`src/core/fpr_pkg.sv`:
```
/*
 fpr_pkg: register map, field layout, reset values and timing for the
 fan duty slew limiter.
 assumes: 100 MHz aclk, 32-bit AXI4-Lite, byte address = 4 * index.
*/
package fpr_pkg;
   // bus geometry
   localparam int AXI_AW = 12;
   localparam int AXI_DW = 32;
   localparam logic [1:0] RESP_OKAY = 2'h0;
   localparam logic [1:0] RESP_SLVERR = 2'h2;
   ////////////////////////////////////////////////////////////////////
   // register indices (byte address is four times these)
   localparam logic [7:0] IDX_SLEW1 = 8'h62;
   localparam logic [7:0] IDX_SLEW23 = 8'h63;
   localparam logic [7:0] IDX_FLOOR1 = 8'h64;
   localparam logic [7:0] IDX_FLOOR2 = 8'h65;
   localparam logic [7:0] IDX_FLOOR3 = 8'h66;
   localparam logic [7:0] IDX_LOCK = 8'h70;
   localparam logic [7:0] IDX_DUTY = 8'h71;
   ////////////////////////////////////////////////////////////////////
   // reset values and write masks
   localparam logic [7:0] RST_SLEW1 = 8'hE0;
   localparam logic [7:0] RST_SLEW23 = 8'h00;
   localparam logic [7:0] RST_FLOOR = 8'h80;
   localparam logic [7:0] SLEW1_WMASK = 8'h0F;
   localparam logic [7:0] DUTY_FULL = 8'hFF;
   localparam logic [7:0] DUTY_ZERO = 8'h00;
   // field positions
   localparam int LOCK_BIT = 0;
   localparam int EN_LO = 3;
   localparam int EN_HI = 7;
   localparam int SEL_LO = 0;
   localparam int SEL_HI = 4;
   localparam int SEL_W = 3;
   localparam int CH_N = 3;
   ////////////////////////////////////////////////////////////////////
   // timing: step intervals in ms, ms in cycles
   localparam int CLK_HZ = 100_000_000;
   localparam int MS_PER_S = 1000;
   localparam int CYC_PER_MS = CLK_HZ / MS_PER_S;
   localparam logic [7:0] STEP_MS [8] = '{8'hCE, 8'h68, 8'h45, 8'h29,
                                          8'h1A, 8'h12, 8'h0A, 8'h05};

   // step interval for a selector value, in ms ticks
   function automatic logic [7:0] step_ms(input logic [SEL_W-1:0] sel);
      step_ms = STEP_MS[sel];
   endfunction
endpackage

```
`src/core/fpr_chan_if.sv`:
```
/*
 fpr_chan_if: per-channel wiring between the register top, the target
 calculator and the slew stepper.
 assumes: one instance per channel, all on aclk.
*/
`timescale 1ns/1ps
interface fpr_chan_if;
   logic reading_valid;
   logic [7:0] temp;
   logic [7:0] low_limit;
   logic [7:0] span;
   logic [7:0] floor_duty;
   logic [7:0] target;
   logic slew_en;
   logic [2:0] step_sel;
   logic ms_tick;
   logic [7:0] duty;

   modport top (output reading_valid, temp, low_limit, span, floor_duty,
                output slew_en, step_sel, ms_tick, input duty);
   modport calc (input reading_valid, temp, low_limit, span, floor_duty,
                 output target);
   modport slew (input target, slew_en, step_sel, ms_tick, output duty);
endinterface

```
`src/core/fpr_slew_step.sv`:
```
/*
 fpr_slew_step: output duty of one channel, direct or stepped one count
 per selected interval toward the target.
 assumes: ms_tick is a one-cycle pulse every millisecond.
*/
`timescale 1ns/1ps
module fpr_slew_step
   import fpr_pkg::*;
(
   input wire logic aclk,
   input wire logic aresetn,
   fpr_chan_if.slew ch
);
   typedef struct packed {
      logic [7:0] duty;
      logic [7:0] ms_cnt;
   } fpr_slew_st_t;

   fpr_slew_st_t st_r;
   fpr_slew_st_t st_nxt;

   // direct follow, or one count per interval in either direction
   always_comb begin
      st_nxt = st_r;
      if (!ch.slew_en) begin
         st_nxt.duty = ch.target;
         st_nxt.ms_cnt = 8'h00;
      end else if (ch.ms_tick) begin
         if (st_r.ms_cnt + 8'h01 >= step_ms(ch.step_sel)) begin
            st_nxt.ms_cnt = 8'h00;
            if (st_r.duty < ch.target) begin
               st_nxt.duty = st_r.duty + 8'h01;
            end else if (st_r.duty > ch.target) begin
               st_nxt.duty = st_r.duty - 8'h01;
            end
         end else begin
            st_nxt.ms_cnt = st_r.ms_cnt + 8'h01;
         end
      end
   end

   always_ff @(posedge aclk) begin
      if (!aresetn) begin
         st_r <= '0;
      end else begin
         st_r <= st_nxt;
      end
   end

   assign ch.duty = st_r.duty;
endmodule // fpr_slew_step

```
`src/core/fpr_target_calc.sv`:
```
/*
 fpr_target_calc: target duty for one channel from each temperature
 reading, floor at or below the low limit, linear up to full duty.
 assumes: signed 8-bit temperatures, span in whole degrees.
*/
`timescale 1ns/1ps
module fpr_target_calc
   import fpr_pkg::*;
(
   input wire logic aclk,
   input wire logic aresetn,
   fpr_chan_if.calc ch
);
   typedef struct packed {
      logic [7:0] target;
   } fpr_calc_st_t;

   fpr_calc_st_t st_r;
   fpr_calc_st_t st_nxt;
   logic signed [8:0] diff;
   logic [15:0] prod;
   logic [15:0] quot;

   // position inside the span; span zero means full one degree above the limit
   assign diff = $signed({ch.temp[7], ch.temp}) - $signed({ch.low_limit[7], ch.low_limit});
   assign prod = (DUTY_FULL - ch.floor_duty) * diff[7:0];
   assign quot = (ch.span == DUTY_ZERO) ? 16'h0000 : prod / {8'h00, ch.span};

   // new target on every reading
   always_comb begin
      st_nxt = st_r;
      if (ch.reading_valid) begin
         if (diff <= 0) begin
            st_nxt.target = ch.floor_duty;
         end else if (diff >= $signed({1'b0, ch.span})) begin
            st_nxt.target = DUTY_FULL;
         end else begin
            st_nxt.target = ch.floor_duty + quot[7:0];
         end
      end
   end

   always_ff @(posedge aclk) begin
      if (!aresetn) begin
         st_r <= '0;
      end else begin
         st_r <= st_nxt;
      end
   end

   assign ch.target = st_r.target;
endmodule // fpr_target_calc

```
`src/core/fpr_top.sv`:
```
/*
 fpr_top: three-channel fan duty slew limiter with duty floors, lockable
 byte registers behind an AXI4-Lite slave.
 assumes: temperatures and limits arrive synchronous to aclk; the
 auto-fan zone logic outside supplies readings, limits and spans.
*/
// Operation
// lock freezes slew and floor registers
// below low limit duty equals floor
// new target computed every reading
// slew off: target applied at once
// slew on: ramp up and down gradually
// interval length chosen by selector bits
// one count per 206..5 ms interval
// enable and selector bit positions per channel
// floor register value gives duty at limit
// channel slew enables act independently
// linear from floor to full over span
// step exactly one count, stop at target
`timescale 1ns/1ps
module fpr_top
   import fpr_pkg::*;
#(
   parameter int unsigned MS_CYCLES = CYC_PER_MS
)
(
   input wire logic aclk,
   input wire logic aresetn,
   input wire logic [AXI_AW-1:0] s_axi_awaddr,
   input wire logic [2:0] s_axi_awprot,
   input wire logic s_axi_awvalid,
   output logic s_axi_awready,
   input wire logic [AXI_DW-1:0] s_axi_wdata,
   input wire logic [3:0] s_axi_wstrb,
   input wire logic s_axi_wvalid,
   output logic s_axi_wready,
   output logic [1:0] s_axi_bresp,
   output logic s_axi_bvalid,
   input wire logic s_axi_bready,
   input wire logic [AXI_AW-1:0] s_axi_araddr,
   input wire logic [2:0] s_axi_arprot,
   input wire logic s_axi_arvalid,
   output logic s_axi_arready,
   output logic [AXI_DW-1:0] s_axi_rdata,
   output logic [1:0] s_axi_rresp,
   output logic s_axi_rvalid,
   input wire logic s_axi_rready,
   input wire logic [CH_N-1:0] reading_valid,
   input wire logic [CH_N-1:0][7:0] temp_reading,
   input wire logic [CH_N-1:0][7:0] low_limit,
   input wire logic [CH_N-1:0][7:0] zone_span,
   output logic [CH_N-1:0][7:0] duty_out,
   output logic lock_status
);
   ////////////////////////////////////////////////////////////////////
   // state

   // every register of this module lives in one bundle so the reset
   // values and the next-state logic cannot drift apart
   typedef struct packed {
      logic [7:0] slew1;
      logic [7:0] slew23;
      logic [CH_N-1:0][7:0] floor_duty;
      logic lock;
      logic [31:0] ms_cnt;
      logic ms_tick;
      logic aw_held;
      logic [AXI_AW-1:0] awaddr;
      logic w_held;
      logic [AXI_DW-1:0] wdata;
      logic [3:0] wstrb;
      logic bvalid;
      logic [1:0] bresp;
      logic rvalid;
      logic [AXI_DW-1:0] rdata;
      logic [1:0] rresp;
   } fpr_top_st_t;

   fpr_top_st_t st_r;
   fpr_top_st_t st_nxt;
   logic [CH_N-1:0] slew_en;
   logic [CH_N-1:0][SEL_W-1:0] step_sel;
   logic [CH_N-1:0][7:0] duty_w;

   ////////////////////////////////////////////////////////////////////
   // address decode, shared by the read and write paths

   // word index of a byte address; upper bits must be zero
   // the two byte-lane bits are dropped, so unaligned addresses alias
   function automatic logic [7:0] word_idx(input logic [AXI_AW-1:0] addr);
      word_idx = addr[9:2];
   endfunction

   // mapped only inside the low 1 KiB and at a listed index
   function automatic logic is_mapped(input logic [AXI_AW-1:0] addr);
      logic [7:0] idx;
      idx = word_idx(addr);
      is_mapped = 1'b0;
      if (addr[AXI_AW-1:10] == '0) begin
         case (idx)
            IDX_SLEW1,
            IDX_SLEW23,
            IDX_FLOOR1,
            IDX_FLOOR2,
            IDX_FLOOR3,
            IDX_LOCK,
            IDX_DUTY: is_mapped = 1'b1;
            default: is_mapped = 1'b0;
         endcase
      end
   endfunction

   ////////////////////////////////////////////////////////////////////
   // field extraction for the three channels

   // channel 1 sits in the low nibble of its own register
   // channel 2 takes the high nibble and channel 3 the low nibble of the shared one
   always_comb begin
      slew_en[0] = st_r.slew1[EN_LO];
      step_sel[0] = st_r.slew1[SEL_LO +: SEL_W];
      slew_en[1] = st_r.slew23[EN_HI];
      step_sel[1] = st_r.slew23[SEL_HI +: SEL_W];
      slew_en[2] = st_r.slew23[EN_LO];
      step_sel[2] = st_r.slew23[SEL_LO +: SEL_W];
   end

   ////////////////////////////////////////////////////////////////////
   // next state: ms prescaler, write path, read path

   always_comb begin
      st_nxt = st_r;

      // shared millisecond pulse; one divider serves all channels
      // one counter instead of three; the price is that a freshly
      // enabled channel starts its first interval mid-millisecond
      st_nxt.ms_tick = 1'b0;
      if (st_r.ms_cnt >= MS_CYCLES - 1) begin
         st_nxt.ms_cnt = '0;
         st_nxt.ms_tick = 1'b1;
      end else begin
         st_nxt.ms_cnt = st_r.ms_cnt + 32'h1;
      end

      // perform a held write once address and data are both in
      // a pending response blocks the next write, so no bresp is lost
      if (st_r.aw_held && st_r.w_held && !st_r.bvalid) begin
         st_nxt.aw_held = 1'b0;
         st_nxt.w_held = 1'b0;
         st_nxt.bvalid = 1'b1;
         st_nxt.bresp = is_mapped(st_r.awaddr) ? RESP_OKAY : RESP_SLVERR;
         // locked writes are dropped but still answered okay
         // software must read back to learn that a write was ignored
         if (st_r.wstrb[0] && !st_r.lock) begin
            case (word_idx(st_r.awaddr))
               IDX_SLEW1: begin
                  // reserved upper bits keep their reset pattern
                  st_nxt.slew1 = (st_r.slew1 & ~SLEW1_WMASK) |
                                 (st_r.wdata[7:0] & SLEW1_WMASK);
               end
               IDX_SLEW23: begin
                  st_nxt.slew23 = st_r.wdata[7:0];
               end
               IDX_FLOOR1: begin
                  st_nxt.floor_duty[0] = st_r.wdata[7:0];
               end
               IDX_FLOOR2: begin
                  st_nxt.floor_duty[1] = st_r.wdata[7:0];
               end
               IDX_FLOOR3: begin
                  st_nxt.floor_duty[2] = st_r.wdata[7:0];
               end
               IDX_LOCK: begin
                  // set only; a reset is the one way out
                  // a zero written while unlocked simply leaves it clear
                  st_nxt.lock = st_r.wdata[LOCK_BIT];
               end
               default: begin
                  st_nxt.lock = st_r.lock;
               end
            endcase
         end
      end

      // write response retires on bready
      if (st_r.bvalid && s_axi_bready) begin
         st_nxt.bvalid = 1'b0;
      end

      // capture address and data independently, either order
      if (s_axi_awvalid && s_axi_awready) begin
         st_nxt.aw_held = 1'b1;
         st_nxt.awaddr = s_axi_awaddr;
      end
      if (s_axi_wvalid && s_axi_wready) begin
         st_nxt.w_held = 1'b1;
         st_nxt.wdata = s_axi_wdata;
         st_nxt.wstrb = s_axi_wstrb;
      end

      // read data registered in the cycle after the address
      // unmapped or reserved words read as zero with an error response
      if (st_r.rvalid && s_axi_rready) begin
         st_nxt.rvalid = 1'b0;
      end
      if (s_axi_arvalid && s_axi_arready) begin
         st_nxt.rvalid = 1'b1;
         st_nxt.rresp = is_mapped(s_axi_araddr) ? RESP_OKAY : RESP_SLVERR;
         st_nxt.rdata = '0;
         if (is_mapped(s_axi_araddr)) begin
            case (word_idx(s_axi_araddr))
               IDX_SLEW1: begin
                  st_nxt.rdata[7:0] = st_r.slew1;
               end
               IDX_SLEW23: begin
                  st_nxt.rdata[7:0] = st_r.slew23;
               end
               IDX_FLOOR1: begin
                  st_nxt.rdata[7:0] = st_r.floor_duty[0];
               end
               IDX_FLOOR2: begin
                  st_nxt.rdata[7:0] = st_r.floor_duty[1];
               end
               IDX_FLOOR3: begin
                  st_nxt.rdata[7:0] = st_r.floor_duty[2];
               end
               IDX_LOCK: begin
                  st_nxt.rdata[LOCK_BIT] = st_r.lock;
               end
               IDX_DUTY: begin
                  // live output duties, channel 1 in the low byte
                  // read-only status; a write to this word is answered but changes nothing
                  st_nxt.rdata[23:0] = duty_w;
               end
               default: begin
                  st_nxt.rdata = '0;
               end
            endcase
         end
      end
   end

   ////////////////////////////////////////////////////////////////////
   // state register

   // synchronous reset; fields with non-zero defaults are set after the
   // blanket clear, which the later assignment overrides
   always_ff @(posedge aclk) begin
      if (!aresetn) begin
         st_r <= '0;
         st_r.slew1 <= RST_SLEW1;
         st_r.slew23 <= RST_SLEW23;
         st_r.floor_duty <= {CH_N{RST_FLOOR}};
         st_r.bresp <= RESP_OKAY;
         st_r.rresp <= RESP_OKAY;
      end else begin
         st_r <= st_nxt;
      end
   end

   ////////////////////////////////////////////////////////////////////
   // bus handshakes: one read in flight at most; a second write can be held while a write response waits

   // readies come straight from held flags: no path from valid to
   // ready, so a master cannot build a loop through this slave
   // protection bits are accepted and ignored; every access is alike
   assign s_axi_awready = !st_r.aw_held;
   assign s_axi_wready = !st_r.w_held;
   assign s_axi_bvalid = st_r.bvalid;
   assign s_axi_bresp = st_r.bresp;
   assign s_axi_arready = !st_r.rvalid;
   assign s_axi_rvalid = st_r.rvalid;
   assign s_axi_rdata = st_r.rdata;
   assign s_axi_rresp = st_r.rresp;
   assign lock_status = st_r.lock;
   assign duty_out = duty_w;

   ////////////////////////////////////////////////////////////////////
   // per-channel datapath, each with its own enable and selector

   for (genvar c = 0; c < CH_N; c++) begin : g_ch
      fpr_chan_if ch_if ();

      // configuration fans out per channel, no cross coupling
      // the millisecond pulse is the only shared signal and holds no
      // per-channel state, so one channel's selector never slows another
      assign ch_if.reading_valid = reading_valid[c];
      assign ch_if.temp = temp_reading[c];
      assign ch_if.low_limit = low_limit[c];
      assign ch_if.span = zone_span[c];
      assign ch_if.floor_duty = st_r.floor_duty[c];
      assign ch_if.slew_en = slew_en[c];
      assign ch_if.step_sel = step_sel[c];
      assign ch_if.ms_tick = st_r.ms_tick;
      assign duty_w[c] = ch_if.duty;

      fpr_target_calc u_calc (
         .aclk (aclk),
         .aresetn (aresetn),
         .ch (ch_if.calc)
      );

      fpr_slew_step u_slew (
         .aclk (aclk),
         .aresetn (aresetn),
         .ch (ch_if.slew)
      );
   end
endmodule // fpr_top

```
`config.mk`:
```
export PLATFORM = sky130hd
export DESIGN_NAME = fpr_top
export DESIGN_NICKNAME = d
export VERILOG_FILES = /design/src/core/fpr_pkg.sv /design/src/core/fpr_chan_if.sv /design/src/core/fpr_slew_step.sv /design/src/core/fpr_target_calc.sv /design/src/core/fpr_top.sv
export SDC_FILE = /design/constraint.sdc
export NUM_CORES = 2
export LEC_CHECK = 0
export ABC_AREA = 1
export BUFFER_PORTS_ARGS = -buffer_cell sky130_fd_sc_hd__buf_2
export CAP_MARGIN = 20
export CORE_ASPECT_RATIO = 2
export CORE_UTILIZATION = 55
export DETAILED_ROUTE_END_ITERATION = 10
export PLACE_DENSITY = 0.83
export SLEW_MARGIN = 10
export SYNTH_ARGS = -nofsm -noshare
export SYNTH_HDL_FRONTEND = slang
export SYNTH_SLANG_ARGS = --single-unit
```
`constraint.sdc`:
```
create_clock -name aclk -period 117.3 [get_ports aclk]
set_input_delay 35.19 -clock aclk [delete_from_list [all_inputs] [get_ports aclk]]
set_output_delay 35.19 -clock aclk [all_outputs]
set_load 0.01 [all_outputs]
```
==> flow_metrics.env <==
export IMPL_outcome="finished clean"
export IMPL_start_util_pct=55.8
export IMPL_setup_viol=0
export IMPL_clkTransAtPathRegs_ns=0.07
export IMPL_worst_pin_slew_ns=1.12
export IMPL_die_h_um=354
export IMPL_rows=128
export IMPL_fin_crit_ns=72.34
export IMPL_finalSetupTns_ns=0
export IMPL_drc=0
export IMPL_grt_setup_unrepaired="false"
export IMPL_crit_path_top_delay_cell="xor2_1"
export IMPL_syn_inst=5020
export IMPL_wl_met1_mm=30.2
export IMPL_critPathBufInv=39
export IMPL_met3_length_mm=4.72
export IMPL_grt_start_max_net_pins=88
export IMPL_viasPerCell=5.59
export IMPL_firstDrtPassIters=8
export IMPL_r2r_start="g_ch[0].ch_if.floor_duty[2]$_SDFFE_PN0P_"
export IMPL_place_congestion=0.964
export IMPL_async_flop_share_pct=0
export IMPL_grt_overflow_total=0
export IMPL_drtIter0Drc=1650
export IMPL_die_x_um=178
export IMPL_seq_area_frac_synth_pct=11.2
export IMPL_placed_area_mm2=0.0352
export IMPL_ant_nets=0
export IMPL_yosysTopAreaCell="ha_1"
export IMPL_multi_input_area_mm2=0.0265
export IMPL_synth_commonest_cells="nand2_1 (962), inv_1 (775), ha_1 (553), nor2_1 (451), o21ai_0 (267)"
export IMPL_antenna_found_initial=6
export IMPL_seqCellArea_mm2=0.00382
export IMPL_syn_to_final_growth_pct=4.83
export IMPL_r2r_slack_ns=81.05
export IMPL_finalInstanceArea_mm2=0.0358
export IMPL_drv_slew=0
export IMPL_cts_sinks=191
export IMPL_root_buffer="clkbuf_16"
export IMPL_synth_xor_area_share_pct=7.10
export IMPL_finish_utilization_pct=58.5
export IMPL_cts_tree="built"
export IMPL_slew_headroom_pct=24.8
export IMPL_post_cts_resized=0
export IMPL_synth_compound_gate_area_share_pct=16.4
export IMPL_cap_violations=0
export IMPL_fin_nets=5899
export IMPL_hp_class="reg2reg"
export IMPL_synth_top_family_by_area="adder cells"
export IMPL_synth_cell_types=67
export IMPL_start_kind="primary input"
export IMPL_coreArea_mm2=0.0612
export IMPL_ys_warn_count=0
export IMPL_wl_mm=88.1
export IMPL_synth_simple_area_share_pct=26.6
export IMPL_dieArea_mm2=0.0632
export IMPL_wl_per_cell_um=15.0
export IMPL_dr_total_vias=32800
export IMPL_synthFlopType="dfxtp_1"
export IMPL_path_class="in2reg"
export IMPL_hold_viol=0
export IMPL_cts_max_level=4
export IMPL_highest_layer="met5"
export IMPL_critPathTopFamily="compound AO/OA/AOI/OAI gates"
export IMPL_finClkSkew_ns=0.0122
export IMPL_cts_max_path_buffers=2
export IMPL_cts_buffers=17
export IMPL_hold_buffers=0
export IMPL_grt_pass1_wl_mm=146
export IMPL_io_buffers=166
export IMPL_synth_edf_count=0
export IMPL_post_cts_buffers=0
export IMPL_min_from="s_axi_rdata[9]$_SDFFE_PN0P_"
export IMPL_io_pins=214
export IMPL_synth_area_top_cells="ha_1 (20%), dfxtp_1 (11%), nand2_1 (11%)"
export IMPL_synth_most_common_cell="nand2_1"
export IMPL_max_stage_delay_ns=0.62
export IMPL_startpoint="low_limit[2]"
export IMPL_drive_above_1_share_pct=9.33
export IMPL_clk_latency_ns=0.45
export IMPL_critPathMostFrequentCell="nand2_1"
export IMPL_grt_pass1_vias=33000
export IMPL_wl_met2_mm=48.0
export IMPL_synthMuxAreaShare_pct=0
export IMPL_synthAdderAreaFrac_pct=27.1
export IMPL_synth_area_mm2=0.0342
export IMPL_worstPathArrival_ns=72.64
export IMPL_dp_hpwl_mm=73.9
export IMPL_fmax_mhz=13.8
export IMPL_synth_seq_cells=191
export IMPL_critPathMaxFanout=19
export IMPL_finalCritPeriodShare_pct=61.7
export IMPL_crit_required_ns=117.60
export IMPL_syn_area_per_cell_um2=6.80
export IMPL_grt_usage_pct=28.1
export IMPL_crit_path_end_kind="register"
export IMPL_synth_top_area_share_pct=20.3
export IMPL_nFillCells=5822
## logic make-up after synthesis
logic type | count (synthesis)
AO/OA/AOI/OAI | 917
XOR/XNOR | 277
adder cells (fa/ha/maj) | 670
buffers and inverters | 969
flip-flops | 191
other | 1
AND/OR/NAND/NOR | 1995
## routing by layer
metal	vias to the layer above	track usage, %
met5	-	0
met4	4	16.7
met3	275	4.67
met2	828	55.5
met1	15300	26.1
li1	16400	-
## layout make-up
| cell class | count | area share [%] |
|---|---|---|
| diodes | 5 | 0.0349 |
| clock buffers | 18 | 1.20 |
| clock inverters | 13 | 0.367 |
| inverters | 816 | 8.58 |
| multi-input cells | 3884 | 74.0 |
| flip-flops and latches | 191 | 10.7 |
| well taps | 780 | 2.73 |
| repair buffers | 171 | 2.42 |
## tightest hold or removal path, delay by kind of cell (launching register included)
kind,cells,cell delay [ns]
and+or+nand+nor,1,0.06
DFF,1,0.31
AOI/OAI and AO/OA,1,0.05
## flip-flops by register name, summed over array words and instances, names as in the netlist, 3 cells and up
name and count:
s_axi_rdata 24, g_ch.ch_if.slew_en 3, g_ch.ch_if.floor_duty 24, st_r 53
g_ch.u_slew.ch.duty 24, g_ch.u_calc.ch.target 24, g_ch.ch_if.step_sel 9, g_ch.u_slew.st_r 24
## path summary, 6_finish.rpt
kind / end / depth (start not counted)
worst max-delay path: g_ch[0].u_calc.ch.target[7]$_SDFFE_PN0P_ / 245
worst min-delay path: s_axi_rdata[9]$_SDFFE_PN0P_ / 2
worst max register to register: g_ch[0].u_calc.ch.target[7]$_SDFFE_PN0P_ / 234
worst min register to register: s_axi_rdata[9]$_SDFFE_PN0P_ / 2
## cell usage in the layout, fill, tap and decap left out, types with 23 or more instances in the layout
master and count:
nor2_2 30, ha_1 553, o21bai_1 47, nand3_1 227, conb_1 25, o221ai_1 23, inv_2 25, buf_2 166
nand3b_1 26, nand4_1 40, o21ai_0 267, a21o_1 99, nand3_2 30, or2_2 36, a21oi_1 264, xor2_1 146
o21a_1 27, nor2_4 23, o21ai_1 26, nor3_1 37, xnor2_1 131, fa_1 117, inv_1 775, nand2_2 61
nor2_1 451, nand2_1 962, dfxtp_1 191, a211oi_1 27
## through the flow
stage / std cells / hold slack (ns) / worst slack, ns
after floorplan: 5044 / 0.430 / 49.68
after global placement: 5842 / 0.442 / 45.56
after detailed placement: 5842 / 0.452 / 44.77
after CTS: 5873 / 0.464 / 45.22
after global routing: 5875 / 0.481 / 41.35
final: 5878 / 0.461 / 44.96
Power is not shown: default switching activity piles up to over one toggle a cycle in this logic, so the estimate is an artifact.
